$ cat config.mk
export PLATFORM = sky130hd
export DESIGN_NAME = pgs_sequencer
export DESIGN_NICKNAME = d
export VERILOG_FILES = /design/src/rtl/pgs_pkg.sv /design/src/rtl/pgs_sequencer.sv
export SDC_FILE = /design/constraint.sdc
export NUM_CORES = 1
export LEC_CHECK = 0
export ABC_AREA = 0
export BUFFER_PORTS_ARGS = -buffer_cell sky130_fd_sc_hd__buf_2
export CAP_MARGIN = 5
export CORE_ASPECT_RATIO = 1.4
export CORE_MARGIN = 2
export CORE_UTILIZATION = 43
export CTS_CLUSTER_SIZE = 24
export DETAILED_ROUTE_END_ITERATION = 10
export GPL_TIMING_DRIVEN = 0
export PLACE_DENSITY = 0.9
export RECOVER_POWER = 50
export SLEW_MARGIN = 5
export SYNTH_ARGS = -nofsm -noshare
export SYNTH_HDL_FRONTEND = slang
export SYNTH_SLANG_ARGS = --single-unit
$ cat constraint.sdc
create_clock -name ref_clk_i -period 2.04 [get_ports ref_clk_i]
set_input_delay 0.306 -clock ref_clk_i [delete_from_list [all_inputs] [get_ports ref_clk_i]]
set_output_delay 0.306 -clock ref_clk_i [all_outputs]
set_load 0.05 [all_outputs]
$ cat src/rtl/pgs_pkg.sv
// ****************************************************************
// Shared constants for the power-good and fault sequencer
// ****************************************************************
package pgs_pkg;

  // Number of converters watched: two cores and the northbridge
  localparam int NUM_CONV = 3;

  // Oscillator period and the power-good hold-off time
  localparam int CLK_PERIOD_NS = 100;
  localparam int HOLD_TIME_US = 20;
  // Least time, so the count rounds up
  localparam int HOLD_CYCLES = (HOLD_TIME_US * 1000 + CLK_PERIOD_NS - 1) / CLK_PERIOD_NS;
  localparam int HOLD_CNT_W = 8;
  localparam logic [HOLD_CNT_W-1:0] HOLD_LAST = HOLD_CNT_W'(HOLD_CYCLES - 1);

  // APB register byte addresses
  localparam logic [7:0] ADDR_CTRL = 8'h00;
  localparam logic [7:0] ADDR_STATUS = 8'h04;
  localparam logic [7:0] ADDR_BOOT = 8'h08;

  // Control register: per-converter enable field
  localparam int CTRL_EN_LSB = 0;
  localparam logic [NUM_CONV-1:0] CTRL_EN_RESET = 3'h7;

  // Status register field positions
  localparam int STAT_PG = 0;
  localparam int STAT_UV = 1;
  localparam int STAT_COMB = 2;
  localparam int STAT_BOOTV = 3;
  localparam int STAT_HOT = 4;
  localparam int STAT_BLANK_LSB = 5;

  // Boot code width and field position
  localparam int BOOT_W = 2;
  localparam int BOOT_LSB = 0;

  // Sequencer states
  typedef enum logic [2:0] {
    ST_OFF,
    ST_RAMP,
    ST_HOLD,
    ST_RUN,
    ST_RESLEW,
    ST_REHOLD
  } pgs_state_type;

endpackage

$ cat src/rtl/pgs_sequencer.sv
// Notes on behaviour
// - Power-good low if any converter not good
// - Release power-good while any slew is active in run state
// - Boot: low until boot voltage, plus 20us
// - Store boot code at first power-good rise
// - Power-good held low during shutdown
// - Skip mode blanks upper comparator on downslew
// - System-ok fall: low during reslew plus 20us
// - High-side gates low in shutdown
// - Low-side gates low in shutdown
// - Overvoltage forces low-side gate high
// - Skip mode: low-side off after zero crossing
// - Boost switch closed only with low-side on
// - Thermal alert low when sense below threshold
// - Thermal alert released during shutdown
// - Supply undervoltage latched until shutdown toggle
// - Discharge switch on when converter shut down
// - Either ground sense high selects combined mode
// - Feedback pin released in shutdown
// - Boot code decoded from link bits early
// - Voltage codes accepted after system-ok rises
`timescale 1ns/1ps
module pgs_sequencer
  import pgs_pkg::*;
(
  input wire logic ref_clk_i,
  input wire logic reset_n_i,
  // APB slave
  input wire logic psel_i,
  input wire logic penable_i,
  input wire logic pwrite_i,
  input wire logic [7:0] paddr_i,
  input wire logic [31:0] pwdata_i,
  input wire logic [3:0] pstrb_i,
  output logic [31:0] prdata_o,
  output logic pready_o,
  output logic pslverr_o,
  // System side
  input wire logic shutdown_n_i,
  input wire logic system_ok_in_i,
  input wire logic voltage_link_clock_i,
  input wire logic voltage_link_data_i,
  // Converter comparators and loop requests
  input wire logic [NUM_CONV-1:0] conv_above_low_i,
  input wire logic [NUM_CONV-1:0] conv_below_high_i,
  input wire logic [NUM_CONV-1:0] slew_active_i,
  input wire logic [NUM_CONV-1:0] slew_down_i,
  input wire logic [NUM_CONV-1:0] dac_at_target_i,
  input wire logic [NUM_CONV-1:0] skip_mode_i,
  input wire logic [NUM_CONV-1:0] ov_fault_i,
  input wire logic [NUM_CONV-1:0] zero_cross_i,
  input wire logic [NUM_CONV-1:0] pwm_high_i,
  input wire logic [NUM_CONV-1:0] pwm_low_i,
  input wire logic thermal_sense_low_i,
  input wire logic supply_undervoltage_i,
  input wire logic remote_ground_sense_a_high_i,
  input wire logic remote_ground_sense_b_high_i,
  // Open-drain pins
  output logic supply_good_out_o,
  output logic supply_good_oe_o,
  output logic thermal_alert_out_o,
  output logic thermal_alert_oe_o,
  // Drivers and switches
  output logic [NUM_CONV-1:0] high_side_gate_o,
  output logic [NUM_CONV-1:0] low_side_gate_o,
  output logic [NUM_CONV-1:0] boost_switch_o,
  output logic [NUM_CONV-1:0] discharge_switch_o,
  // Sequencing outputs
  output logic [BOOT_W-1:0] boot_target_code_o,
  output logic reslew_to_boot_o,
  output logic voltage_code_accept_o,
  output logic combined_mode_o,
  output logic ground_sense_use_b_o,
  output logic feedback_hiz_o,
  output logic supply_undervoltage_lock_o
);

  // ****************************************************************
  // Local signals
  // ****************************************************************
  logic in_sd; // Shutdown asserted
  logic [NUM_CONV-1:0] conv_good; // Per-converter good status
  logic all_good; // Wired-AND result, high when all good
  logic [BOOT_W-1:0] link_code; // Boot code from link pins
  pgs_state_type st_q; // Sequencer state
  logic [HOLD_CNT_W-1:0] hold_cnt_q; // Hold-off counter
  logic sys_ok_q; // Previous system-ok sample
  logic boot_valid_q; // Boot code captured
  logic [BOOT_W-1:0] boot_code_q; // Stored boot code
  logic uv_latch_q; // Supply undervoltage latch
  logic [NUM_CONV-1:0] upper_blank_q; // Upper comparator blanked
  logic [NUM_CONV-1:0] zc_seen_q; // Zero crossing seen since the last high-side request
  logic [NUM_CONV-1:0] conv_en_q; // Software converter enables
  logic pg_low_d; // Next power-good pull-low
  logic [NUM_CONV-1:0] conv_off; // Converter shut down
  logic [NUM_CONV-1:0] low_d; // Next low-side gate
  logic [NUM_CONV-1:0] high_d; // Next high-side gate
  logic apb_wr; // Write takes effect
  logic [31:0] rd_word; // Read mux result

  assign in_sd = !shutdown_n_i;
  assign link_code = {voltage_link_clock_i, voltage_link_data_i};

  // Address decode shared by read data and error answer
  function automatic logic is_mapped(input logic [7:0] a);
    is_mapped = (a == ADDR_CTRL) || (a == ADDR_STATUS) || (a == ADDR_BOOT);
  endfunction

  // ****************************************************************
  // Power-good evaluation
  // ****************************************************************
  // a blanked upper comparator cannot mark the converter bad
  assign conv_good = conv_above_low_i & (conv_below_high_i | upper_blank_q);
  // every converter must be good to release the line
  assign all_good = &conv_good;

  // Priority: shutdown, forced-low sequence states, slewing, status
  always_comb
  begin
    if (in_sd)
    begin
      pg_low_d = 1'b1;
    end
    // boot ramp, reslew and hold-off windows
    else if (st_q != ST_RUN)
    begin
      pg_low_d = 1'b1;
    end
    // slew controller active releases the line
    else if (|slew_active_i)
    begin
      pg_low_d = 1'b0;
    end
    else
    begin
      pg_low_d = !all_good;
    end
  end

  // ****************************************************************
  // Sequencer state machine
  // ****************************************************************
  // Held in its idle state through shutdown so release restarts boot
  always_ff @(posedge ref_clk_i or negedge reset_n_i)
  begin
    if (!reset_n_i)
    begin
      st_q <= ST_OFF;
    end
    // shutdown holds the sequence in reset
    else if (in_sd)
    begin
      st_q <= ST_OFF;
    end
    else
    begin
      case (st_q)
        ST_OFF:
        begin
          st_q <= ST_RAMP;
        end
        ST_RAMP:
        begin
          if ((&dac_at_target_i) && !(|slew_active_i))
          begin
            st_q <= ST_HOLD;
          end
        end
        ST_HOLD, ST_REHOLD:
        begin
          if (hold_cnt_q == HOLD_LAST)
          begin
            st_q <= ST_RUN;
          end
        end
        ST_RUN:
        begin
          // system-ok fall after boot starts the reslew
          if (sys_ok_q && !system_ok_in_i && boot_valid_q)
          begin
            st_q <= ST_RESLEW;
          end
        end
        ST_RESLEW:
        begin
          // every DAC back at the stored boot code
          if ((&dac_at_target_i) && !(|slew_active_i))
          begin
            st_q <= ST_REHOLD;
          end
        end
        default:
        begin
          st_q <= ST_OFF;
        end
      endcase
    end
  end

  // Hold-off counter, zero whenever no hold window is running
  always_ff @(posedge ref_clk_i or negedge reset_n_i)
  begin
    if (!reset_n_i)
    begin
      hold_cnt_q <= '0;
    end
    // counts oscillator cycles only inside a hold window
    else if ((st_q == ST_HOLD || st_q == ST_REHOLD) && !in_sd && hold_cnt_q != HOLD_LAST)
    begin
      hold_cnt_q <= hold_cnt_q + 1'b1;
    end
    else
    begin
      hold_cnt_q <= '0;
    end
  end

  // System-ok history for edge detection
  always_ff @(posedge ref_clk_i or negedge reset_n_i)
  begin
    if (!reset_n_i)
    begin
      sys_ok_q <= 1'b0;
    end
    else
    begin
      sys_ok_q <= system_ok_in_i;
    end
  end

  // ****************************************************************
  // Boot code storage
  // ****************************************************************
  // Later system-ok edges leave the stored code alone
  always_ff @(posedge ref_clk_i or negedge reset_n_i)
  begin
    if (!reset_n_i)
    begin
      boot_valid_q <= 1'b0;
      boot_code_q <= '0;
    end
    // rising shutdown input finds the store empty
    else if (in_sd)
    begin
      boot_valid_q <= 1'b0;
      boot_code_q <= '0;
    end
    // first rise of power-good captures the code
    else if (!boot_valid_q && supply_good_oe_o && !pg_low_d)
    begin
      boot_valid_q <= 1'b1;
      boot_code_q <= link_code;
    end
  end

  // live link bits until captured, stored code afterwards
  always_ff @(posedge ref_clk_i or negedge reset_n_i)
  begin
    if (!reset_n_i)
    begin
      boot_target_code_o <= '0;
    end
    else if (boot_valid_q)
    begin
      boot_target_code_o <= boot_code_q;
    end
    else
    begin
      boot_target_code_o <= link_code;
    end
  end

  // ****************************************************************
  // Fault latch and comparator blanking
  // ****************************************************************
  // Only a supply power cycle or shutdown toggle clears it
  always_ff @(posedge ref_clk_i or negedge reset_n_i)
  begin
    if (!reset_n_i)
    begin
      uv_latch_q <= 1'b0;
    end
    else if (in_sd)
    begin
      uv_latch_q <= 1'b0;
    end
    else if (supply_undervoltage_i)
    begin
      uv_latch_q <= 1'b1;
    end
  end

  // Per-converter blanking and zero-cross memory
  genvar gi;
  generate
    for (gi = 0; gi < NUM_CONV; gi++)
    begin : g_conv
      always_ff @(posedge ref_clk_i or negedge reset_n_i)
      begin
        if (!reset_n_i)
        begin
          upper_blank_q[gi] <= 1'b0;
        end
        else if (in_sd)
        begin
          upper_blank_q[gi] <= 1'b0;
        end
        // set wins over the re-enable condition
        else if (skip_mode_i[gi] && slew_down_i[gi])
        begin
          upper_blank_q[gi] <= 1'b1;
        end
        // back in regulation re-enables the comparator
        else if (conv_above_low_i[gi] && conv_below_high_i[gi] && !slew_active_i[gi])
        begin
          upper_blank_q[gi] <= 1'b0;
        end
      end

      // Cleared by the next high-side request, which starts a new cycle
      always_ff @(posedge ref_clk_i or negedge reset_n_i)
      begin
        if (!reset_n_i)
        begin
          zc_seen_q[gi] <= 1'b0;
        end
        // crossing seen in skip mode turns the low side off
        else if (skip_mode_i[gi] && zero_cross_i[gi])
        begin
          zc_seen_q[gi] <= 1'b1;
        end
        else if (pwm_high_i[gi] || !skip_mode_i[gi])
        begin
          zc_seen_q[gi] <= 1'b0;
        end
      end
    end
  endgenerate

  // ****************************************************************
  // Gate drive forcing
  // ****************************************************************
  // a converter is down in shutdown, when disabled or on a latched fault
  assign conv_off = {NUM_CONV{in_sd | uv_latch_q}} | ~conv_en_q;

  // Shutdown beats overvoltage so a dead rail never pumps the low side
  always_comb
  begin
    high_d = '0;
    low_d = '0;
    for (int i = 0; i < NUM_CONV; i++)
    begin
      // high side low when off or in overvoltage
      high_d[i] = !conv_off[i] && !ov_fault_i[i] && pwm_high_i[i] && !pwm_low_i[i];
      if (in_sd)
      begin
        low_d[i] = 1'b0;
      end
      else if (ov_fault_i[i])
      begin
        low_d[i] = 1'b1;
      end
      else if (conv_off[i])
      begin
        low_d[i] = 1'b0;
      end
      // no reverse current in skip mode
      else if (skip_mode_i[i] && (zc_seen_q[i] || zero_cross_i[i]))
      begin
        low_d[i] = 1'b0;
      end
      else
      begin
        low_d[i] = pwm_low_i[i] && !high_d[i];
      end
    end
  end

  // Gate, boost and discharge outputs
  always_ff @(posedge ref_clk_i or negedge reset_n_i)
  begin
    if (!reset_n_i)
    begin
      high_side_gate_o <= '0;
      low_side_gate_o <= '0;
      boost_switch_o <= '0;
      discharge_switch_o <= '1;
    end
    else
    begin
      high_side_gate_o <= high_d;
      low_side_gate_o <= low_d;
      // boost charges only while the low side conducts
      boost_switch_o <= low_d;
      discharge_switch_o <= conv_off;
    end
  end

  // ****************************************************************
  // Open-drain pins and status outputs
  // ****************************************************************
  // Open-drain lines only ever drive low
  always_ff @(posedge ref_clk_i or negedge reset_n_i)
  begin
    if (!reset_n_i)
    begin
      supply_good_out_o <= 1'b0;
      supply_good_oe_o <= 1'b1;
      thermal_alert_out_o <= 1'b0;
      thermal_alert_oe_o <= 1'b0;
    end
    else
    begin
      supply_good_out_o <= 1'b0;
      supply_good_oe_o <= pg_low_d;
      thermal_alert_out_o <= 1'b0;
      thermal_alert_oe_o <= !in_sd && thermal_sense_low_i;
    end
  end

  // Sequencing and mode indications
  always_ff @(posedge ref_clk_i or negedge reset_n_i)
  begin
    if (!reset_n_i)
    begin
      reslew_to_boot_o <= 1'b0;
      voltage_code_accept_o <= 1'b0;
      combined_mode_o <= 1'b0;
      ground_sense_use_b_o <= 1'b0;
      feedback_hiz_o <= 1'b1;
      supply_undervoltage_lock_o <= 1'b0;
    end
    else
    begin
      reslew_to_boot_o <= (st_q == ST_RESLEW) || (st_q == ST_REHOLD);
      // link commands honoured once system-ok is up in run
      voltage_code_accept_o <= !in_sd && system_ok_in_i && (st_q == ST_RUN);
      // either sense pin high means combined mode
      combined_mode_o <= remote_ground_sense_a_high_i || remote_ground_sense_b_high_i;
      ground_sense_use_b_o <= remote_ground_sense_a_high_i;
      feedback_hiz_o <= in_sd;
      supply_undervoltage_lock_o <= uv_latch_q;
    end
  end

  // ****************************************************************
  // APB register file
  // ****************************************************************
  assign apb_wr = psel_i && penable_i && pready_o && pwrite_i;

  always_comb
  begin
    rd_word = '0;
    case (paddr_i)
      ADDR_CTRL: rd_word[CTRL_EN_LSB +: NUM_CONV] = conv_en_q;
      ADDR_STATUS:
      begin
        rd_word[STAT_PG] = !supply_good_oe_o;
        rd_word[STAT_UV] = uv_latch_q;
        rd_word[STAT_COMB] = combined_mode_o;
        rd_word[STAT_BOOTV] = boot_valid_q;
        rd_word[STAT_HOT] = thermal_alert_oe_o;
        rd_word[STAT_BLANK_LSB +: NUM_CONV] = upper_blank_q;
      end
      ADDR_BOOT: rd_word[BOOT_LSB +: BOOT_W] = boot_code_q;
      default: rd_word = '0;
    endcase
  end

  // Answer prepared in setup so the access phase has no wait
  always_ff @(posedge ref_clk_i or negedge reset_n_i)
  begin
    if (!reset_n_i)
    begin
      pready_o <= 1'b0;
      pslverr_o <= 1'b0;
      prdata_o <= '0;
    end
    else
    begin
      pready_o <= psel_i && !penable_i;
      pslverr_o <= psel_i && !penable_i && !is_mapped(paddr_i);
      prdata_o <= (psel_i && !penable_i && !pwrite_i && is_mapped(paddr_i)) ? rd_word : '0;
    end
  end

  // Converter enables, low byte lane only
  always_ff @(posedge ref_clk_i or negedge reset_n_i)
  begin
    if (!reset_n_i)
    begin
      conv_en_q <= CTRL_EN_RESET;
    end
    else if (apb_wr && paddr_i == ADDR_CTRL && pstrb_i[0])
    begin
      conv_en_q <= pwdata_i[CTRL_EN_LSB +: NUM_CONV];
    end
  end

  // ****************************************************************
  // Assertions
  // ****************************************************************
  property p_pg_sd;
    @(posedge ref_clk_i) disable iff (!reset_n_i) in_sd |=> supply_good_oe_o;
  endproperty
  a_pg_sd: assert property (p_pg_sd) else $error("power-good not low in shutdown");

  property p_pg_slew;
    @(posedge ref_clk_i) disable iff (!reset_n_i)
      (!in_sd && st_q == ST_RUN && (|slew_active_i)) |=> !supply_good_oe_o;
  endproperty
  a_pg_slew: assert property (p_pg_slew) else $error("power-good driven while slewing");

  property p_hold_len;
    @(posedge ref_clk_i) disable iff (!reset_n_i)
      (st_q == ST_HOLD && $past(st_q) == ST_HOLD && !in_sd) ##1 (st_q == ST_RUN) |->
        $past(hold_cnt_q) == HOLD_LAST;
  endproperty
  a_hold_len: assert property (p_hold_len) else $error("boot hold-off ended early");

  property p_hold_low;
    @(posedge ref_clk_i) disable iff (!reset_n_i)
      (st_q == ST_REHOLD) |=> supply_good_oe_o;
  endproperty
  a_hold_low: assert property (p_hold_low) else $error("power-good high during reslew hold");

  property p_boot_cap;
    @(posedge ref_clk_i) disable iff (!reset_n_i)
      $rose(boot_valid_q) |-> boot_code_q == $past(link_code);
  endproperty
  a_boot_cap: assert property (p_boot_cap) else $error("boot code not captured");

  property p_blank;
    @(posedge ref_clk_i) disable iff (!reset_n_i)
      (!in_sd && skip_mode_i[0] && slew_down_i[0]) |=> upper_blank_q[0];
  endproperty
  a_blank: assert property (p_blank) else $error("upper comparator not blanked");

  property p_gates_sd;
    @(posedge ref_clk_i) disable iff (!reset_n_i)
      in_sd |=> (high_side_gate_o == '0) && (low_side_gate_o == '0);
  endproperty
  a_gates_sd: assert property (p_gates_sd) else $error("gate driven in shutdown");

  property p_ov;
    @(posedge ref_clk_i) disable iff (!reset_n_i)
      (!in_sd && ov_fault_i[1]) |=> low_side_gate_o[1] && !high_side_gate_o[1];
  endproperty
  a_ov: assert property (p_ov) else $error("overvoltage did not force low side");

  property p_boost;
    @(posedge ref_clk_i) disable iff (!reset_n_i) (boost_switch_o & (~low_side_gate_o | high_side_gate_o)) == '0;
  endproperty
  a_boost: assert property (p_boost) else $error("boost switch closed with low side off");

  property p_hot_sd;
    @(posedge ref_clk_i) disable iff (!reset_n_i)
      in_sd |=> !thermal_alert_oe_o;
  endproperty
  a_hot_sd: assert property (p_hot_sd) else $error("thermal alert driven in shutdown");

  property p_uv;
    @(posedge ref_clk_i) disable iff (!reset_n_i)
      (!in_sd && supply_undervoltage_i) |=> uv_latch_q ##1 supply_undervoltage_lock_o;
  endproperty
  a_uv: assert property (p_uv) else $error("undervoltage not latched");

endmodule // pgs_sequencer
==> metrics.md <==
| Metric | Value |
|---|---|
| Status | finished clean |
| Seq pwr share | 50.8% |
| Endpoints failing hold | 0 |
| Wire length per cell | between 10 and 15 µm |
| Worst-Margin Slew | ~1.0 ns |
| First-pass iteration count of the detailed router | 6 |
| First-pass GRT wire length | 8670 µm |
| Setup crit end kind | flip-flop |
| Crit path required time | ~2.3 ns |
| ANT nets after route | 0 |
| Core Footprint | roughly 5500 µm² |
| Post-DP HPWL | 4220 µm |
| Syn avg cell area | between 10 and 15 µm² |
| Total wire length | 5460 µm |
| Crit-path max cell delay | ~0.40 ns |
| Starting density of the core | ~44% |
| Final Util | 57.7% |
| Clk sink count | 54 |
| I/O Buffers | 85 |
| FF-to-FF Start | st_q[2] |
| Period utilisation layout | about nine tenths |
| Layout Nets | around 440 |
| Synth top area share | 46.8% |
| Pint | ~1.6 mW |
| Reg clk slew, reported paths | 0.10 ns |
| Clk network pwr share | 32.3% |
| Antenna violations before repair | 0 |
| CTS tree | built |
| Pins Over Slew Limit | 0 |
| Seq/Total Area, Yosys | ~55% |
| Largest net degree at the start of global routing | between 50 and 60 |
| Area delta synth->final | 29.7% |
| Setup TNS | 0 ns |
| Worst Setup Slack, final | 0.233 ns |
| Crit path time final | 1.81 ns |
| Crit path cell chain | clkbuf_1 -> nor4bb_1 -> a31oi_2 -> or2_2 -> clkbuf_1 -> nor2_1 |
| LEAKAGE | 1.66 nW |
| Placed cells | a little over 400 |
| DRC violations left | 0 |
| Ratio of cells with drive above 1 in the final layout | 39.0% |
| Worst skew pair latency | 0.31 ns |
| Sw frac | around 28% |
| Placer Congestion | approximately 0.76 |
| Final setup violating endpoints | 0 |
| Root buffer cell | clkbuf_8 |
| Cell mode on critical path | clkbuf_1 |
| Tot Pwr | ~2.2 mW |
| ANT cells | 0 |
| Total net switching power | 604 µW |
| Distinct cell type count after synthesis | 44 |
| VDD IR max | 396 µV |
| Crit path arrival time | about 2.0 ns |
| Vias in the first global route | 1903 |
| Most common cell in the netlist | dfrtp_1 |
| Total number of H-tree levels | 2 |
| Async set or reset register ratio after synthesis | 100% |
| Total Routing Usage GR | approximately 18% |
| Worst relative slew slack | between 20 and 30% |
| Die Span Y | 93.5 µm |
| Worst-path fanout max | 10 |
| Post-CTS setup-driven buffer insertion count | 0 |
| Die area | ~6300 µm² |
| Final hold slack | between 0.1 and 0.15 ns |
| Die width | about 68 µm |
| Mapped Cells | between 200 and 250 |
| Number of max-cap violations | 0 |
| Crit-path slowest cell | nor4bb_1 |
| Routed vias/inst | between 4 and 5 |
| Pwr/cell area | ~680 nW/µm² |
| CTS buffer count | 5 |
| Highest Clock Rate | between 500 and 600 MHz |
| Setup crit start | st_q[2] |
| Post-route design area | around 3200 µm² |
| Setup CP Type | reg -> reg |
| Pre-CTS setup slack | a little over 0.1 ns |
| Area leader, netlist | dfrtp_1 |
| Logic pwr share | ~17% |
| FP Rows | 32 |
| RSZ-0062 raised after global routing | no |
| EDFF count, synth | 0 |
| Yosys reg bits | 54 |
| Leading post-synthesis cells by instance count | dfrtp_1, buf_4, nand2_1, nor2_1, o21ai_0 |
| Ys Warns | 0 |
| Cell Area, Synth | between 2000 and 2500 µm² |
| HP Start | remote_ground_sense_a_high_i |
| Detailed router's first-iteration violation count | around 110 |
| IO Count | roughly 150 |
| Hold crit path type | in -> reg |
| Clock buffer depth | 2 |
| Total grt overflow | 0 |
| Layout Cells excl Fill | around 420 |
| Post-synth top flop | dfrtp_1 |
| Final clock skew | between 0.01 and 0.015 ns |
| Startpoint types | flip-flop |
| Area after DPL | 3060 µm² |
| Largest cells by area after synthesis | dfrtp_1, buf_4, dfstp_2 |
| Vias post-DR | roughly 2000 |
layout make-up:
cell class | instances | area [µm²]
Buffer | 35 | 241
Clock buffer | 7 | 76.3
Clock inverter | 1 | 30.0
Fill cell | 504 | 2340
Inverter | 5 | 18.8
Multi-Input combinational cell | 160 | 937
Sequential cell | 54 | 1360
Tap cell | 68 | 85.1
Timing Repair Buffer | 87 | 439
routing by layer:
layer,wire [µm],global-route usage [%]
met1,2030,20.9
met2,2880,31.4
met3,442,5.05
met4,99,6.33
met5,0,0
state kept, by name (all words and copies together) (netlist names), 2 cells and up:
| name | cells |
|---|---|
| boot_target_code_o | 2 |
| st_q | 3 |
| conv_en_q | 3 |
| prdata_o | 8 |
| hold_cnt_q | 8 |
| upper_blank_q | 3 |
| zc_seen_q | 3 |
| discharge_switch_o | 3 |
| high_side_gate_o | 3 |
| boot_code_q | 2 |
| boost_switch_o | 3 |
layout by cell type (no fill, tap or decap), types with 3 or more instances in the layout:
cell / netlist / routed
inv_1: 5 / 5
nor3_1: 3 / 3
nor2_1: 20 / 20
xor2_1: 4 / 4
clkbuf_1: 5 / 10
or2_2: 3 / 3
conb_1: 1 / 26
o21a_1: 5 / 5
nor2b_1: 7 / 7
mux2i_1: 4 / 4
o21ai_0: 9 / 9
nand2b_1: 3 / 3
nand3_1: 6 / 6
buf_2: 1 / 83
dfrtp_1: 46 / 46
and2_1: 7 / 7
clkbuf_8: 0 / 5
a41oi_1: 3 / 3
nor4b_1: 3 / 3
dfstp_2: 8 / 8
buf_4: 29 / 29
a21oi_1: 5 / 5
mux2_4: 3 / 3
nand2_1: 20 / 20
power by group through the flow:
stage / Combinational (mW) / Sequential, mW / Clock (mW)
finish: 0.368 / 1.11 / 0.705
detailed placement: 0.368 / 1.13 / 0
global placement: 0.363 / 1.13 / 0
global route: 0.396 / 1.11 / 0.763
CTS: 0.368 / 1.11 / 0.711
floorplan: 0.209 / 1.17 / 0
path summary, 6_finish.rpt:
path	end	slack [ns]	cells past startpoint
min in group asynchronous	prdata_o[4]	0.56	2
worst min register to register	hold_cnt_q[0]	0.45	1
worst max-delay path	hold_cnt_q[7]	0.23	6
worst max register to register	hold_cnt_q[7]	0.23	6
max in group asynchronous	supply_good_oe_o	0.42	3
worst min-delay path	ground_sense_use_b_o	0.11	1
worst max-delay path, delay by kind of cell (launching register included):
kind            cells  cell delay, ns
simple gates        3            0.86
buf+inv             2            0.37
flops               1            0.37
compound gates      1            0.14
what timing repair did:
| action | 4_1_cts | 5_1_grt |
|---|---|---|
| resized for setup | 0 | 2 |
| setup endpoints to repair | 0 | 6 |
| hold buffers | 0 | 1 |
| hold endpoints to repair | 0 | 10 |
cells by family (layout without fill, tap and decap cells):
logic type,after synthesis,in the layout,share of synthesized area [%]
buf+inv,40,135,10.6
other cells,1,26,0.153
xor+xnor,6,6,2.14
simple gates,85,85,18.3
fa+ha+maj,1,1,0.509
compound gates,35,35,9.47
mux,7,7,3.46
flops,54,54,55.4
Note: power is estimated with default switching activity, not from simulation.
